===== config.mk =====
export PLATFORM = sky130hd
export DESIGN_NAME = eifs_top
export DESIGN_NICKNAME = d
export VERILOG_FILES = /design/src/eifs_pkg.sv /design/src/eifs_flag_cell.sv /design/src/eifs_sync.sv /design/src/eifs_top.sv
export SDC_FILE = /design/constraint.sdc
export NUM_CORES = 1
export LEC_CHECK = 0
export BUFFER_PORTS_ARGS = -buffer_cell sky130_fd_sc_hd__buf_2
export CAP_MARGIN = 0
export CORE_ASPECT_RATIO = 1.25
export CORE_MARGIN = 4
export CORE_UTILIZATION = 40
export DETAILED_ROUTE_END_ITERATION = 10
export GPL_TIMING_DRIVEN = 0
export PLACE_DENSITY_LB_ADDON = 0.1
export SYNTH_ARGS = -nofsm -noshare
export SYNTH_HDL_FRONTEND = slang
export SYNTH_SLANG_ARGS = --single-unit

===== constraint.sdc =====
create_clock -name mclk_in -period 6.2 [get_ports mclk_in]
set_input_delay 1.24 -clock mclk_in [delete_from_list [all_inputs] [get_ports mclk_in]]
set_output_delay 1.24 -clock mclk_in [all_outputs]
set_load 0.03 [all_outputs]

===== src/eifs_pkg.sv =====
/*
 * eifs_pkg: register map, field layouts, reset values and bus codes for
 * the external interrupt pin-switch flag block.
 * assumes: AXI4-Lite slave with 32-bit data, one register per aligned word.
 */
package eifs_pkg;

    // ------------------------------------------------------------------
    // sizes
    // ------------------------------------------------------------------
    localparam int unsigned NUM_REQ  = 5;
    localparam int unsigned NUM_WAKE = 8;
    localparam int unsigned NUM_EVT  = NUM_REQ + NUM_WAKE;
    localparam int unsigned DATA_W   = 32;
    localparam int unsigned ADDR_W   = 6;

    // ------------------------------------------------------------------
    // register byte offsets
    // ------------------------------------------------------------------
    localparam logic [ADDR_W-1:0] OFS_FUNC_A     = 6'h00;
    localparam logic [ADDR_W-1:0] OFS_FUNC_B     = 6'h04;
    localparam logic [ADDR_W-1:0] OFS_WAKE_FUNC  = 6'h08;
    localparam logic [ADDR_W-1:0] OFS_EDGE_POL   = 6'h0c;
    localparam logic [ADDR_W-1:0] OFS_REQ_FLAGS  = 6'h10;
    localparam logic [ADDR_W-1:0] OFS_WAKE_FLAGS = 6'h14;
    localparam logic [ADDR_W-1:0] OFS_IRQ_STATUS = 6'h18;
    localparam logic [ADDR_W-1:0] OFS_IRQ_MASK   = 6'h1c;
    localparam logic [ADDR_W-1:0] OFS_PIN_LEVEL  = 6'h20;

    // ------------------------------------------------------------------
    // field layouts: which request pins each function register owns
    // ------------------------------------------------------------------
    localparam logic [NUM_REQ-1:0] FUNC_A_MASK = 5'h0e;
    localparam logic [NUM_REQ-1:0] FUNC_B_MASK = 5'h11;
    // status/mask: request pins in low bits, wakeup pins above
    localparam int unsigned EVT_WAKE_LSB = NUM_REQ;
    // pin level register: request pins low, wakeup pins above
    localparam int unsigned LVL_WAKE_LSB = 8;

    // ------------------------------------------------------------------
    // reset values
    // ------------------------------------------------------------------
    localparam logic [NUM_REQ-1:0]  RST_FUNC     = 5'h00;
    localparam logic [NUM_WAKE-1:0] RST_WAKE     = 8'h00;
    localparam logic [NUM_REQ-1:0]  RST_POL      = 5'h00;
    localparam logic [NUM_EVT-1:0]  RST_EVT      = 13'h0000;
    localparam logic                RST_PIN_LVL  = 1'b1;

    // ------------------------------------------------------------------
    // bus response codes
    // ------------------------------------------------------------------
    localparam logic [1:0] RESP_OKAY   = 2'h0;
    localparam logic [1:0] RESP_SLVERR = 2'h2;

endpackage


===== src/eifs_flag_cell.sv =====
/*
 * eifs_flag_cell: one request flag with edge detection and pin-function
 * switch detection for a single active-low interrupt pin.
 * assumes: level_in is already synchronised; func_in and pol_in are
 * register outputs on the same clock.
 */
`timescale 1ns/1ps
`default_nettype none

module eifs_flag_cell (
    // clock and reset
    input  wire logic clk_in,
    input  wire logic rst_n_in,
    // pin and configuration
    input  wire logic level_in,
    input  wire logic func_in,
    input  wire logic pol_in,
    // flag control
    input  wire logic clr_in,
    output logic      flag_out,
    output logic      set_out
);

    typedef struct packed {
        logic prev_level;
        logic prev_func;
        logic flag;
    } eifs_cell_t;

    eifs_cell_t state_ff;
    eifs_cell_t nxt_state;
    logic       fall;
    logic       rise;
    logic       edge_hit;
    logic       sw_on;
    logic       sw_off;
    logic       set_now;

    always_comb begin
        nxt_state  = state_ff;
        fall       = state_ff.prev_level & ~level_in;
        rise       = ~state_ff.prev_level & level_in;
        // pol 0 falling, pol 1 rising, only while function active
        edge_hit   = func_in & (pol_in ? rise : fall);
        // switching on while low with falling sense
        sw_on      = func_in & ~state_ff.prev_func & ~level_in
                     & ~pol_in;
        // switching off while low with rising sense
        sw_off     = ~func_in & state_ff.prev_func & ~level_in
                     & pol_in;
        set_now    = edge_hit | sw_on | sw_off;
        nxt_state.prev_level = level_in;
        nxt_state.prev_func  = func_in;
        // set wins over a clear in the same cycle
        nxt_state.flag = (state_ff.flag & ~clr_in) | set_now;
    end

    always_ff @(posedge clk_in or negedge rst_n_in) begin
        if (!rst_n_in) begin
            state_ff <= '{prev_level: eifs_pkg::RST_PIN_LVL,
                          prev_func:  1'b0,
                          flag:       1'b0};
        end else begin
            state_ff <= nxt_state;
        end
    end

    assign flag_out = state_ff.flag;
    assign set_out  = set_now;

endmodule

`default_nettype wire


===== src/eifs_sync.sv =====
/*
 * eifs_sync: two-flop synchroniser for a bus of pin levels.
 * assumes: inputs are asynchronous to clk_in; reset release is synchronous.
 */
`timescale 1ns/1ps
`default_nettype none

module eifs_sync #(
    parameter int unsigned WIDTH     = 1,
    parameter logic        RST_LEVEL = 1'b1
) (
    // clock and reset
    input  wire logic             clk_in,
    input  wire logic             rst_n_in,
    // levels
    input  wire logic [WIDTH-1:0] async_in,
    output logic      [WIDTH-1:0] sync_out
);

    typedef struct packed {
        logic [WIDTH-1:0] stage1;
        logic [WIDTH-1:0] stage2;
    } eifs_sync_t;

    eifs_sync_t state_ff;
    eifs_sync_t nxt_state;

    // stage1 feeds stage2 only
    always_comb begin
        nxt_state        = state_ff;
        nxt_state.stage1 = async_in;
        nxt_state.stage2 = state_ff.stage1;
    end

    always_ff @(posedge clk_in or negedge rst_n_in) begin
        if (!rst_n_in) begin
            state_ff <= {(2 * WIDTH){RST_LEVEL}};
        end else begin
            state_ff <= nxt_state;
        end
    end

    assign sync_out = state_ff.stage2;

endmodule

`default_nettype wire


===== src/eifs_top.sv =====
/*
 * eifs_top: external interrupt request flags for five edge-selectable
 * request pins and eight falling-edge wakeup pins, with an AXI4-Lite
 * register slave, sticky event status, mask and one interrupt output.
 * assumes: pins are asynchronous and active low (idle high); one 10 MHz
 * clock; bus master keeps at most one read and one write outstanding.
 */
// Design decisions made here: register access over AXI4-Lite and the placing of the registers.
`timescale 1ns/1ps
`default_nettype none

module eifs_top #(
    parameter int unsigned ADDR_W = eifs_pkg::ADDR_W
) (
    // clock and reset
    input  wire logic                           mclk_in,
    input  wire logic                           nrst_in,
    // interrupt pins, active low
    input  wire logic [eifs_pkg::NUM_REQ-1:0]   ext_request_pin_n_in,
    input  wire logic [eifs_pkg::NUM_WAKE-1:0]  wakeup_pin_n_in,
    // flag and interrupt outputs
    output logic      [eifs_pkg::NUM_REQ-1:0]   ext_request_flag_out,
    output logic      [eifs_pkg::NUM_WAKE-1:0]  wakeup_request_flags_out,
    output logic                                irq_out,
    // axi4-lite write address
    input  wire logic                           s_axi_awvalid_in,
    output logic                                s_axi_awready_out,
    input  wire logic [ADDR_W-1:0]              s_axi_awaddr_in,
    // axi4-lite write data
    input  wire logic                           s_axi_wvalid_in,
    output logic                                s_axi_wready_out,
    input  wire logic [eifs_pkg::DATA_W-1:0]    s_axi_wdata_in,
    input  wire logic [3:0]                     s_axi_wstrb_in,
    // axi4-lite write response
    output logic                                s_axi_bvalid_out,
    input  wire logic                           s_axi_bready_in,
    output logic      [1:0]                     s_axi_bresp_out,
    // axi4-lite read address
    input  wire logic                           s_axi_arvalid_in,
    output logic                                s_axi_arready_out,
    input  wire logic [ADDR_W-1:0]              s_axi_araddr_in,
    // axi4-lite read data
    output logic                                s_axi_rvalid_out,
    input  wire logic                           s_axi_rready_in,
    output logic      [eifs_pkg::DATA_W-1:0]    s_axi_rdata_out,
    output logic      [1:0]                     s_axi_rresp_out
);

    // ------------------------------------------------------------------
    // types
    // ------------------------------------------------------------------
    typedef struct packed {
        logic                           aw_held;
        logic [ADDR_W-1:0]              aw_addr;
        logic                           w_held;
        logic [eifs_pkg::DATA_W-1:0]    w_data;
        logic [3:0]                     w_strb;
        logic                           bvalid;
        logic [1:0]                     bresp;
        logic                           rvalid;
        logic [eifs_pkg::DATA_W-1:0]    rdata;
        logic [1:0]                     rresp;
        logic [eifs_pkg::NUM_REQ-1:0]   func_a;
        logic [eifs_pkg::NUM_REQ-1:0]   func_b;
        logic [eifs_pkg::NUM_WAKE-1:0]  wake_func;
        logic [eifs_pkg::NUM_REQ-1:0]   edge_pol;
        logic [eifs_pkg::NUM_EVT-1:0]   status;
        logic [eifs_pkg::NUM_EVT-1:0]   mask;
        logic                           guard;
    } eifs_regs_t;

    // ------------------------------------------------------------------
    // reset synchroniser
    // ------------------------------------------------------------------
    // kept outside the state struct: it alone resets on the raw pin
    logic [1:0] rst_pipe_ff;
    logic       rst_n;

    always_ff @(posedge mclk_in or negedge nrst_in) begin
        if (!nrst_in) begin
            rst_pipe_ff <= 2'h0;
        end else begin
            rst_pipe_ff <= {rst_pipe_ff[0], 1'b1};
        end
    end

    assign rst_n = rst_pipe_ff[1];

    // ------------------------------------------------------------------
    // pin synchronisers and flag cells
    // ------------------------------------------------------------------
    logic [eifs_pkg::NUM_REQ-1:0]  req_level;
    logic [eifs_pkg::NUM_WAKE-1:0] wake_level;
    logic [eifs_pkg::NUM_EVT-1:0]  cell_level;
    logic [eifs_pkg::NUM_EVT-1:0]  cell_func;
    logic [eifs_pkg::NUM_EVT-1:0]  cell_pol;
    logic [eifs_pkg::NUM_EVT-1:0]  cell_clr;
    logic [eifs_pkg::NUM_EVT-1:0]  cell_flag;
    logic [eifs_pkg::NUM_EVT-1:0]  cell_set;
    logic [eifs_pkg::NUM_REQ-1:0]  req_func;
    logic [eifs_pkg::NUM_REQ-1:0]  req_clr;
    logic [eifs_pkg::NUM_WAKE-1:0] wake_clr;

    eifs_sync #(
        .WIDTH     (eifs_pkg::NUM_REQ),
        .RST_LEVEL (eifs_pkg::RST_PIN_LVL)
    ) u_req_sync (
        .clk_in   (mclk_in),
        .rst_n_in (rst_n),
        .async_in (ext_request_pin_n_in),
        .sync_out (req_level)
    );

    eifs_sync #(
        .WIDTH     (eifs_pkg::NUM_WAKE),
        .RST_LEVEL (eifs_pkg::RST_PIN_LVL)
    ) u_wake_sync (
        .clk_in   (mclk_in),
        .rst_n_in (rst_n),
        .async_in (wakeup_pin_n_in),
        .sync_out (wake_level)
    );

    eifs_regs_t state_ff;
    eifs_regs_t nxt_state;

    // each request pin is owned by exactly one of the two function regs
    assign req_func = (state_ff.func_a & eifs_pkg::FUNC_A_MASK)
                    | (state_ff.func_b & eifs_pkg::FUNC_B_MASK);

    assign cell_level = {wake_level, req_level};
    assign cell_func  = {state_ff.wake_func, req_func};
    // wakeup pins sense falling only, so only the 0-to-1 switch can set
    assign cell_pol   = {{eifs_pkg::NUM_WAKE{1'b0}}, state_ff.edge_pol};
    assign cell_clr   = {wake_clr, req_clr};

    genvar gi;
    generate
        for (gi = 0; gi < eifs_pkg::NUM_EVT; gi = gi + 1) begin : g_cell
            eifs_flag_cell u_cell (
                .clk_in   (mclk_in),
                .rst_n_in (rst_n),
                .level_in (cell_level[gi]),
                .func_in  (cell_func[gi]),
                .pol_in   (cell_pol[gi]),
                .clr_in   (cell_clr[gi]),
                .flag_out (cell_flag[gi]),
                .set_out  (cell_set[gi])
            );
        end
    endgenerate

    // ------------------------------------------------------------------
    // register slave
    // ------------------------------------------------------------------
    function automatic logic [eifs_pkg::DATA_W-1:0] merge_bytes(
        input logic [eifs_pkg::DATA_W-1:0] old_val,
        input logic [eifs_pkg::DATA_W-1:0] new_val,
        input logic [3:0]                  strb
    );
        logic [eifs_pkg::DATA_W-1:0] res;
        res = old_val;
        for (int b = 0; b < 4; b++) begin
            if (strb[b]) begin
                res[8*b +: 8] = new_val[8*b +: 8];
            end
        end
        return res;
    endfunction

    logic                          aw_take;
    logic                          w_take;
    logic                          ar_take;
    logic                          do_write;
    logic [eifs_pkg::DATA_W-1:0]   wr_val;
    logic [eifs_pkg::DATA_W-1:0]   zero_bits;
    logic [eifs_pkg::DATA_W-1:0]   rd_val;
    logic                          rd_ok;
    logic                          wr_ok;
    logic                          func_wr;
    logic                          clr_wr;
    logic                          status_rd;
    logic [ADDR_W-1:0]             wa;

    assign s_axi_awready_out = ~state_ff.aw_held & ~state_ff.bvalid;
    assign s_axi_wready_out  = ~state_ff.w_held & ~state_ff.bvalid;
    assign s_axi_arready_out = ~state_ff.rvalid;

    assign aw_take  = s_axi_awvalid_in & s_axi_awready_out;
    assign w_take   = s_axi_wvalid_in & s_axi_wready_out;
    assign ar_take  = s_axi_arvalid_in & s_axi_arready_out;
    assign do_write = state_ff.aw_held & state_ff.w_held & ~state_ff.bvalid;
    assign wa       = {state_ff.aw_addr[ADDR_W-1:2], 2'h0};

    always_comb begin
        wr_val    = merge_bytes({eifs_pkg::DATA_W{1'b0}}, state_ff.w_data,
                                state_ff.w_strb);
        // lanes not written count as ones, so they clear nothing
        zero_bits = ~merge_bytes({eifs_pkg::DATA_W{1'b1}}, state_ff.w_data,
                                 state_ff.w_strb);
        wr_ok     = 1'b1;
        func_wr   = 1'b0;
        clr_wr    = 1'b0;
        req_clr   = '0;
        wake_clr  = '0;
        unique case (wa)
            eifs_pkg::OFS_FUNC_A,
            eifs_pkg::OFS_FUNC_B,
            eifs_pkg::OFS_WAKE_FUNC: func_wr = do_write;
            eifs_pkg::OFS_REQ_FLAGS: begin
                clr_wr  = do_write;
                req_clr = zero_bits[eifs_pkg::NUM_REQ-1:0];
            end
            eifs_pkg::OFS_WAKE_FLAGS: begin
                clr_wr   = do_write;
                wake_clr = zero_bits[eifs_pkg::NUM_WAKE-1:0];
            end
            eifs_pkg::OFS_EDGE_POL,
            eifs_pkg::OFS_IRQ_STATUS,
            eifs_pkg::OFS_IRQ_MASK,
            eifs_pkg::OFS_PIN_LEVEL: wr_ok = 1'b1;
            default: wr_ok = 1'b0;
        endcase
        // a clear right after a function write leaves the flags alone
        if (!clr_wr || state_ff.guard) begin
            req_clr  = '0;
            wake_clr = '0;
        end
    end

    always_comb begin
        rd_val    = '0;
        rd_ok     = 1'b1;
        status_rd = 1'b0;
        unique case ({s_axi_araddr_in[ADDR_W-1:2], 2'h0})
            eifs_pkg::OFS_FUNC_A:
                rd_val[eifs_pkg::NUM_REQ-1:0] = state_ff.func_a;
            eifs_pkg::OFS_FUNC_B:
                rd_val[eifs_pkg::NUM_REQ-1:0] = state_ff.func_b;
            eifs_pkg::OFS_WAKE_FUNC:
                rd_val[eifs_pkg::NUM_WAKE-1:0] = state_ff.wake_func;
            eifs_pkg::OFS_EDGE_POL:
                rd_val[eifs_pkg::NUM_REQ-1:0] = state_ff.edge_pol;
            eifs_pkg::OFS_REQ_FLAGS:
                rd_val[eifs_pkg::NUM_REQ-1:0] =
                    cell_flag[eifs_pkg::NUM_REQ-1:0];
            eifs_pkg::OFS_WAKE_FLAGS:
                rd_val[eifs_pkg::NUM_WAKE-1:0] =
                    cell_flag[eifs_pkg::NUM_EVT-1:eifs_pkg::EVT_WAKE_LSB];
            eifs_pkg::OFS_IRQ_STATUS: begin
                rd_val[eifs_pkg::NUM_EVT-1:0] = state_ff.status;
                status_rd = ar_take;
            end
            eifs_pkg::OFS_IRQ_MASK:
                rd_val[eifs_pkg::NUM_EVT-1:0] = state_ff.mask;
            eifs_pkg::OFS_PIN_LEVEL: begin
                rd_val[eifs_pkg::NUM_REQ-1:0] = req_level;
                rd_val[eifs_pkg::LVL_WAKE_LSB +: eifs_pkg::NUM_WAKE] =
                    wake_level;
            end
            default: rd_ok = 1'b0;
        endcase
    end

    // ------------------------------------------------------------------
    // next state
    // ------------------------------------------------------------------
    always_comb begin
        nxt_state = state_ff;
        if (aw_take) begin
            nxt_state.aw_held = 1'b1;
            nxt_state.aw_addr = s_axi_awaddr_in;
        end
        if (w_take) begin
            nxt_state.w_held = 1'b1;
            nxt_state.w_data = s_axi_wdata_in;
            nxt_state.w_strb = s_axi_wstrb_in;
        end
        if (do_write) begin
            nxt_state.aw_held = 1'b0;
            nxt_state.w_held  = 1'b0;
            nxt_state.bvalid  = 1'b1;
            nxt_state.bresp   = wr_ok ? eifs_pkg::RESP_OKAY
                                      : eifs_pkg::RESP_SLVERR;
            unique case (wa)
                eifs_pkg::OFS_FUNC_A:
                    nxt_state.func_a = wr_val[eifs_pkg::NUM_REQ-1:0]
                                       & eifs_pkg::FUNC_A_MASK;
                eifs_pkg::OFS_FUNC_B:
                    nxt_state.func_b = wr_val[eifs_pkg::NUM_REQ-1:0]
                                       & eifs_pkg::FUNC_B_MASK;
                eifs_pkg::OFS_WAKE_FUNC:
                    nxt_state.wake_func = wr_val[eifs_pkg::NUM_WAKE-1:0];
                eifs_pkg::OFS_EDGE_POL:
                    nxt_state.edge_pol = wr_val[eifs_pkg::NUM_REQ-1:0];
                eifs_pkg::OFS_IRQ_MASK:
                    nxt_state.mask = wr_val[eifs_pkg::NUM_EVT-1:0];
                default: nxt_state.mask = state_ff.mask;
            endcase
        end
        if (state_ff.bvalid && s_axi_bready_in) begin
            nxt_state.bvalid = 1'b0;
        end
        // any access but another function write disarms the guard
        if (do_write || ar_take) begin
            nxt_state.guard = func_wr;
        end
        if (ar_take) begin
            nxt_state.rvalid = 1'b1;
            nxt_state.rdata  = rd_val;
            nxt_state.rresp  = rd_ok ? eifs_pkg::RESP_OKAY
                                     : eifs_pkg::RESP_SLVERR;
        end else if (state_ff.rvalid && s_axi_rready_in) begin
            nxt_state.rvalid = 1'b0;
        end
        // read clears, but an event in the same cycle survives
        nxt_state.status = (status_rd ? eifs_pkg::RST_EVT : state_ff.status)
                           | cell_set;
    end

    always_ff @(posedge mclk_in or negedge rst_n) begin
        if (!rst_n) begin
            state_ff           <= '0;
            state_ff.func_a    <= eifs_pkg::RST_FUNC;
            state_ff.func_b    <= eifs_pkg::RST_FUNC;
            state_ff.wake_func <= eifs_pkg::RST_WAKE;
            state_ff.edge_pol  <= eifs_pkg::RST_POL;
            state_ff.status    <= eifs_pkg::RST_EVT;
            state_ff.mask      <= eifs_pkg::RST_EVT;
        end else begin
            state_ff <= nxt_state;
        end
    end

    // ------------------------------------------------------------------
    // outputs
    // ------------------------------------------------------------------
    assign s_axi_bvalid_out = state_ff.bvalid;
    assign s_axi_bresp_out  = state_ff.bresp;
    assign s_axi_rvalid_out = state_ff.rvalid;
    assign s_axi_rdata_out  = state_ff.rdata;
    assign s_axi_rresp_out  = state_ff.rresp;

    assign ext_request_flag_out     = cell_flag[eifs_pkg::NUM_REQ-1:0];
    assign wakeup_request_flags_out =
        cell_flag[eifs_pkg::NUM_EVT-1:eifs_pkg::EVT_WAKE_LSB];
    assign irq_out = |(state_ff.status & state_ff.mask);

endmodule

`default_nettype wire


==> results of run 1 <==
## worst max path at each step
stage	from	end	cells past startpoint
after CTS	state_ff[9]	irq_out	4
final	state_ff[9]	irq_out	4
after detailed placement	s_axi_araddr_in[4]	s_axi_rdata_out[2]	6
after global routing	state_ff[9]	irq_out	4
after global placement	rst_pipe_ff[1]	state_ff[97]	0
after floorplan	rst_pipe_ff[1]	cell_func[10]	0
## cell usage after synthesis, types with 10 or more instances
library cell,count,share of area
sky130_fd_sc_hd__o21ai_0,27,0.021
sky130_fd_sc_hd__buf_2,11,0.0085
sky130_fd_sc_hd__nor2_1,18,0.010
sky130_fd_sc_hd__nand2b_1,10,0.0097
sky130_fd_sc_hd__dfrtp_1,114,0.44
sky130_fd_sc_hd__buf_4,49,0.057
sky130_fd_sc_hd__a22oi_1,17,0.020
sky130_fd_sc_hd__nand2_1,67,0.039
sky130_fd_sc_hd__mux2_2,51,0.089
sky130_fd_sc_hd__dfstp_2,39,0.16
sky130_fd_sc_hd__nor3_1,11,0.0085
sky130_fd_sc_hd__nor2b_1,14,0.014
## power by group
group	switching, mW	internal (mW)
Sequential	0.288	1.29
Clock	0.392	0.583
Combinational	0.503	0.436
## critical path: stages, from the launching register on
cell and delay, ns:
sky130_fd_sc_hd__dfrtp_1 0.45, sky130_fd_sc_hd__a22o_1 0.22, sky130_fd_sc_hd__a221oi_1 0.35, sky130_fd_sc_hd__nand3_1 0.18
sky130_fd_sc_hd__buf_2 0.22
## kinds of logic (layout without fill, tap and decap cells)
kind of cell / count (synthesis) / count (layout) / synth area share
compound gates: 92 / 92 / 0.09878
buf+inv: 72 / 182 / 0.07230
flops: 153 / 153 / 0.5991
mux: 59 / 59 / 0.1011
other cells: 2 / 19 / 0.001160
simple gates: 159 / 159 / 0.1276
## metrics by stage
stage	worst slack [ns]	utilization	hold WS, ns	total power [mW]
after global placement	0.04937	0.4557	0.3398	2.502
after floorplan	1.689	-	0.3312	2.209
after detailed placement	3.398	0.4594	0.2244	2.537
final	3.113	0.4946	0.2200	3.492
after global routing	3.059	0.4946	0.2461	3.691
after CTS	3.113	0.4946	0.2273	3.522
## placed cells by master (no fill, tap or decap), drive strengths merged, types with 6 or more instances in the layout
cell	netlist	routed
a21oi	6	6
nand3b	7	7
conb	2	19
mux2i	8	8
nor2	18	18
and2	9	9
nand3	9	9
inv	6	6
nor3	11	11
a22o	9	9
o21ai	28	28
dfrtp	114	114
buf	60	138
nand2	67	67
clkbuf	6	31
mux2	51	51
nor2b	14	14
nand2b	11	11
a22oi	17	17
dfstp	39	39
## final cells by class
cell class	instances	area, sq um	area share
flip-flops and latches	153	3881	0.4978
multi-input cells	329	2191	0.2810
clock buffers	25	485.5	0.06227
plain buffers	66	445.4	0.05713
repair buffers	78	435.4	0.05585
well taps	212	265.3	0.03402
clock inverters	7	70.07	0.008987
inverters	6	22.52	0.002889
## sequential cells by signal (all words and copies together), names as in the netlist
signal                  count
state_ff                   53
s_axi_rresp_out             1
u_req_sync.sync_out         5
s_axi_bvalid_out            1
u_wake_sync.sync_out        8
s_axi_rvalid_out            1
u_req_sync.nxt_state        5
g_cell.u_cell.flag_out     13
cell_func                   8
rst_pipe_ff                 2
s_axi_rdata_out            16
g_cell.u_cell.state_ff     26
s_axi_bresp_out             1
cell_pol                    5
u_wake_sync.nxt_state       8
## per-layer routing
metal	up-vias	track usage	share of wire
li1	2047	-	-
met5	-	0	0
met3	26	0.04059	0.046
met4	0	0.07455	0.027
met2	128	0.2890	0.49
met1	2139	0.2299	0.44
==> flow_results.org, run 1 <==
** Run status
- Run status :: complete, no violations

** Logic synthesis
- The mapped netlist covers between 6000 and 7000 sq um.
- Sequential area share after synthesis :: 0.5991
- A synthesized cell averages approximately 12 sq um.
- In the synthesized netlist the dominant register cell turns out to be sky130_fd_sc_hd__dfrtp_1.
- Count of flip-flops with a built-in enable after synthesis :: 0
- In this run, synthesis produced a sequential element count of around 150.
- Yosys printed 0 warnings.
- Synthesis instantiated 46 different standard cells from the library.
- Number of cells produced by synthesis :: ~540
- Of all flip-flops after synthesis, the portion carrying an async set or reset was 1.000.

** Floorplan
- Boundary Pins :: about 120
- The floorplan step defined a die boundary enclosing 18290 sq um.
- Initial standard-cell utilization of the core :: 0.4107
- After floorplanning, the core was divided into 51 placement rows.
- From left edge to right edge, the die measures about 120 microns.
- From bottom edge to top edge, the die measures 150.2 microns.
- The core region is 15760 sq um.

** Clocking
- The clock net in this run drives a total of roughly 150 sinks.
- Buffer levels on the longest clock path :: 2
- The H-tree was split into 4 levels.
- Root Buffer Master :: sky130_fd_sc_hd__clkbuf_16
- Number of clock buffers inserted by TritonCTS :: 17
- Worst-Skew Late Latency :: 0.42 ns
- Post-CTS timing repair inserted 0 buffers for setup.
- Clock transition at the registers of the reported paths :: around 0.060 ns
- Clock tree from TritonCTS :: built
- In this run, post-CTS hold repair placed 0 buffers.
- PostCTS Resize Cnt :: 0

** GRT
- Grt total ovfl :: 0
- First-pass GRT wire length :: 24.63 mm
- Entering global routing, the biggest net connects approximately 70 pins.
- Antenna violations before repair :: 0
- Total routing usage reported by global routing :: 0.1780
- The via count of the first global-routing pass is 4573.

** Setup path
- The worst register-to-register path has a depth of 4.
- Max FO, Critical Path :: 3
- Kind of start point of the critical path :: flip-flop
- The startpoint identified for the worst register-to-register timing path is state_ff[88].
- Worst path arrival time :: 1.85 ns
- Data on the critical path is required at its endpoint by 4.96 ns.
- R2R setup slack :: approximately 4.2 ns
- Endpoint type of the worst setup path :: output pin
- RR Endpoint :: g_cell[7].u_cell.flag_out
- Category of the critical setup timing path :: flip-flop to output pin

** Detailed routing
- The first detailed-routing pass ran for 5 iterations.
- Avg WL per Cell :: between 15 and 20 microns
- Total number of vias :: 4340
- Detailed router's first-iteration violation count :: 275
- Routed vias/inst :: 4.954
- Post-route DRC violation count :: 0
- Wirelength, routed :: 15.48 mm
- The count of nets left with antenna violations once routing finished came out at 0.

** Final layout
- After the flow finishes, the layout carries non-filler instances totaling between 800 and 900.
- Count of inserted antenna diode cells :: 0
- # fillers :: 1497
- After routing the design area is just under 8000 sq um.
- Area grow syn2layout :: 20.45%
- Of the cells placed in the final design, the portion with a size suffix greater than 1 is 0.3976.
- Final net count :: 719

** STA
- Setup repair after global routing left no endpoint under its margin.
- Normalized max-slew margin :: 0.5193
- Clock skew :: approximately 0.0080 ns
- Dividing the final minimum period by the clock period gives 0.4980.
- Setup violations remaining at the end of the flow were counted as 0.
- Final Max Tran Viols :: 0
- Number of failing hold endpoints at the final stage :: 0
- Worst slew pin tran :: 0.7203 ns
- Sum of negative setup slack :: 0 ns
- For this run, the top clock speed supported by timing is 323.9 MHz.
- Clock period minus final worst setup slack :: 3.087 ns

** Placement
- HPWL after detailed placement :: 11.33 mm
- Area post-placement :: a little over 7000 sq um
- Number of cells in the design after placement :: ~840
- Routability congestion estimate :: 0.8743
- Buffers placed on the I/O ports in this run total 76.

** Power
- In this run the power density over the cells is 447.9 nW/um^2.
- Across the VDD grid, the largest voltage drop is 0.2920 mV.
- For this design the static power due to leakage is roughly 3.6 nW.

** Flow run
- Maximum Capacitance Violations :: 0

** Hold path
- The tightest min-delay check is of the flip-flop to async pin type.
Power figures use the tool's default switching activity.
==> inputs of run 2 (changes only) <==
clock period = 3.1 ns   (was 6.2 ns; I/O delays follow)
==> run 2 against run 1 <==
Against the previous run:
- sequential power is 99% higher
- critical path type unchanged
- final cell count up 0.11%
- critical path depth unchanged
- register-to-register slack got worse by 3.1 ns
- utilization rose by 0.44 points
- largest power group unchanged
- design area is 0.88% higher
- flip-flop and latch count is the same
==> flow_results.org, run 2 (synthesized netlist as in run 1, its figures left out) <==
** Final layout
- Top register by number of flip-flops :: state_ff
- Count of inserted antenna diode cells :: 0 (unchanged)
- Leaving out fill and tap cells, the most frequent cell in the layout is sky130_fd_sc_hd__dfrtp_1.
- The fraction of layout cells with a size suffix above 1 was 0.4000 (+0.002410).
- Leaving out fill and tap cells, the most frequent cells in the layout are sky130_fd_sc_hd__dfrtp_1 (113), sky130_fd_sc_hd__buf_2 (87), sky130_fd_sc_hd__nand2_1 (67), sky130_fd_sc_hd__mux2_2 (51), sky130_fd_sc_hd__buf_4 (49).
- Total area of multi-input combinational cells :: 2191 sq um (unchanged)
- The number of nets in the layout was 720 (+0.14%).
- Compared with the post-synthesis result, the final layout area differs by 21.52%.
- The area occupied by registers came to 3881 sq um (unchanged).
- The count of filler cells inserted in the layout came to 1455 (-2.8%).
- Largest register FFs :: 53 (unchanged)

** Clocking
- The number of CTS-inserted buffers is 17 (unchanged).
- Clock transition at the registers of the reported paths :: 0.06 ns (about the same)
- TritonCTS built the clock tree.
- CTS H-Tree Depth :: 4 (unchanged)
- The number of buffers between clock root and the deepest sink came to 2 (unchanged).
- Clock tree sinks :: 153 (unchanged)
- Worst-Skew Late Latency :: 0.42 ns (about the same)
- Root Buffer Master :: sky130_fd_sc_hd__clkbuf_16
- The number of buffers added for setup after CTS is 0 (unchanged).

** Placement
- The placement-stage worst setup slack was 0.9134 ns (-2.485 ns).
- The weighted congestion reported at the end of routability-driven placement came to 0.8620 (-1.4%).
- HPWL after detailed placement :: 11.21 mm (-1.1%)
- The number of port buffers came to 76 (unchanged).

** Detailed routing
- The count of TritonRoute iterations in the first routing pass was 5 (unchanged).
- The number of nets with antenna violations after detailed routing is 0 (unchanged).
- The number of design-rule violations left by the first detailed-router iteration was 268 (-2.5%).
- Routed vias/inst :: 4.953 (about the same)
- The post-detailed-routing wire length was 15.43 mm (-0.31%).
- Avg WL per Cell :: 17.60 microns (-0.42%)
- The residual DRC count came to 0 (unchanged).
- The detailed-route via count was 4344 (+0.092%).

** Setup path
- Kind of start point of the critical path :: flip-flop
- The buffer and inverter count on the worst path is 1 (unchanged).
- R2R setup slack :: 1.04 ns (-3.12 ns)
- The critical path in this run is classified as flip-flop to output pin.
- Worst path arrival time :: 1.81 ns (-0.04 ns)
- The required time at the endpoint of the critical path was 2.48 ns (-2.48 ns).
- Cell class contributing the biggest share of worst-path delay :: compound AO/OA/AOI/OAI gates
- The critical-path maximum fanout was 3 (unchanged).
- CP Cell Sequence :: a22o_1 -> a221oi_1 -> nand3_1 -> buf_2
- Critical Path Slowest Stage Cell :: sky130_fd_sc_hd__dfrtp_1
- The worst setup path is captured at an output pin.
- Worst path max stage delay :: 0.44 ns (about the same)

** STA
- Sum of negative setup slack :: 0 ns (unchanged)
- The least setup slack across all paths after layout came to 0.6679 ns (-2.445 ns).
- Setup repair after global routing left no endpoint under its margin.
- Normalized max-slew margin :: 0.5372 (+0.01791)
- The number of failing setup endpoints in the final timing report came to 0 (unchanged).
- Clock skew :: 0.009611 ns (+0.001564 ns)
- Worst slew pin tran :: 0.6934 ns (-0.02683 ns)
- Minimum hold slack :: 0.2115 ns (-0.008513 ns)
- Portion of the clock cycle consumed by the worst path in the final layout :: 0.7846
- Number of failing hold endpoints at the final stage :: 0 (unchanged)
- Clock period minus final worst setup slack :: 2.432 ns
- Max frequency :: 411.2 MHz
- The total count of max-transition violations in the final report was 0 (unchanged).

** GRT
- Via count of the first global-routing pass :: 4381 (-4.2%)
- Antenna violations before repair :: 0 (unchanged)
- Total routing usage reported by global routing :: 0.1784 (+0.0004030)
- Pin count of the biggest net entering global routing :: 70 (+2.9%)
- First-pass GRT wire length :: 24.41 mm (-0.87%)
- The total congestion overflow is 0 (unchanged).

** Floorplan
- The die extent in x was 121.8 microns (unchanged).
- Standard cell core area :: 15760 sq um (unchanged)
- The chip height came to 150.2 microns (unchanged).
- Count of standard-cell rows :: 51 (unchanged)
- Initial standard-cell utilization of the core :: 0.4107 (unchanged)
- The count of boundary I/O pins came to 123 (unchanged).
- Full die area :: 18290 sq um (unchanged)

** Power
- Leakage dissipation :: 3.633 nW (+1.1%)
- Maximum vdd drop :: 0.4495 mV (+54%)
- Power per Cell Area :: 914.1 nW/um^2 (+100%)

** Flow run
- The max-cap violation count came to 0 (unchanged).

** Run status
- The run finished with clean final reports.

** Hold path
- Worst hold-check path type :: flip-flop to async pin
run 2: cell count changes in the layout (fill, tap and decap cells not counted), sizes merged:
| cell | previous run | this run |
|---|---|---|
| clkinvlp | 1 | 0 |
| bufinv | 1 | 4 |
| clkinv | 5 | 6 |
| clkbuf | 31 | 28 |
| dlygate4sd3 | 0 | 1 |
run 2: cell type report:
class / instances / area share
tap: 212 / 0.03373
sequential: 153 / 0.4935
inverter: 6 / 0.002864
clock inverter: 10 / 0.01909
timing repair buffer: 79 / 0.05663
clock buffer: 22 / 0.05902
buffer: 66 / 0.05663
multi-input combinational: 329 / 0.2786
run 2: what timing repair did:
item / CTS / global route
hold endpoints to repair: 2 / 0
gates resized for setup: 0 / 0
hold buffers: 1 / 0
run 2: final timing paths:
kind,from,end,depth (start not counted)
min reg2reg,rst_pipe_ff[1],state_ff[47],0
max in group asynchronous,rst_pipe_ff[1],u_wake_sync.nxt_state[7],2
max,state_ff[9],irq_out,4
min in group mclk_in,ext_request_pin_n_in[0],u_req_sync.nxt_state[0],1
min,rst_pipe_ff[1],state_ff[47],0
max reg2reg,state_ff[88],g_cell[7].u_cell.flag_out,4
run 2: power breakdown:
part / internal, mW / total [mW] / switching (mW)
clock: 1.38 / 2.16 / 0.779
sequential: 2.58 / 3.15 / 0.574
combinational: 0.873 / 1.88 / 1.00
total: 4.83 / 7.19 / 2.36
run 2: through the flow:
step           power [mW]  utilization  instance area, sq um  std cells
3_5_place_dp        5.061       0.4594                  7241        844
3_3_place_gp        5.003       0.4557                  7183        842
6_report            7.189       0.4990                  7865        877
5_1_grt             7.597       0.4990                  7865        877
4_1_cts             7.246       0.4990                  7865        877
2_1_floorplan       4.417            -                  6538        554
run 2: per-layer routing:
layer  part of all wire  track usage  vias to the layer above
met3              0.049      0.03871                       25
met4              0.023      0.06670                        0
met2               0.49       0.2887                      144
met1               0.44       0.2363                     2127
met5                  0            0                        -
li1                   -            -                     2048
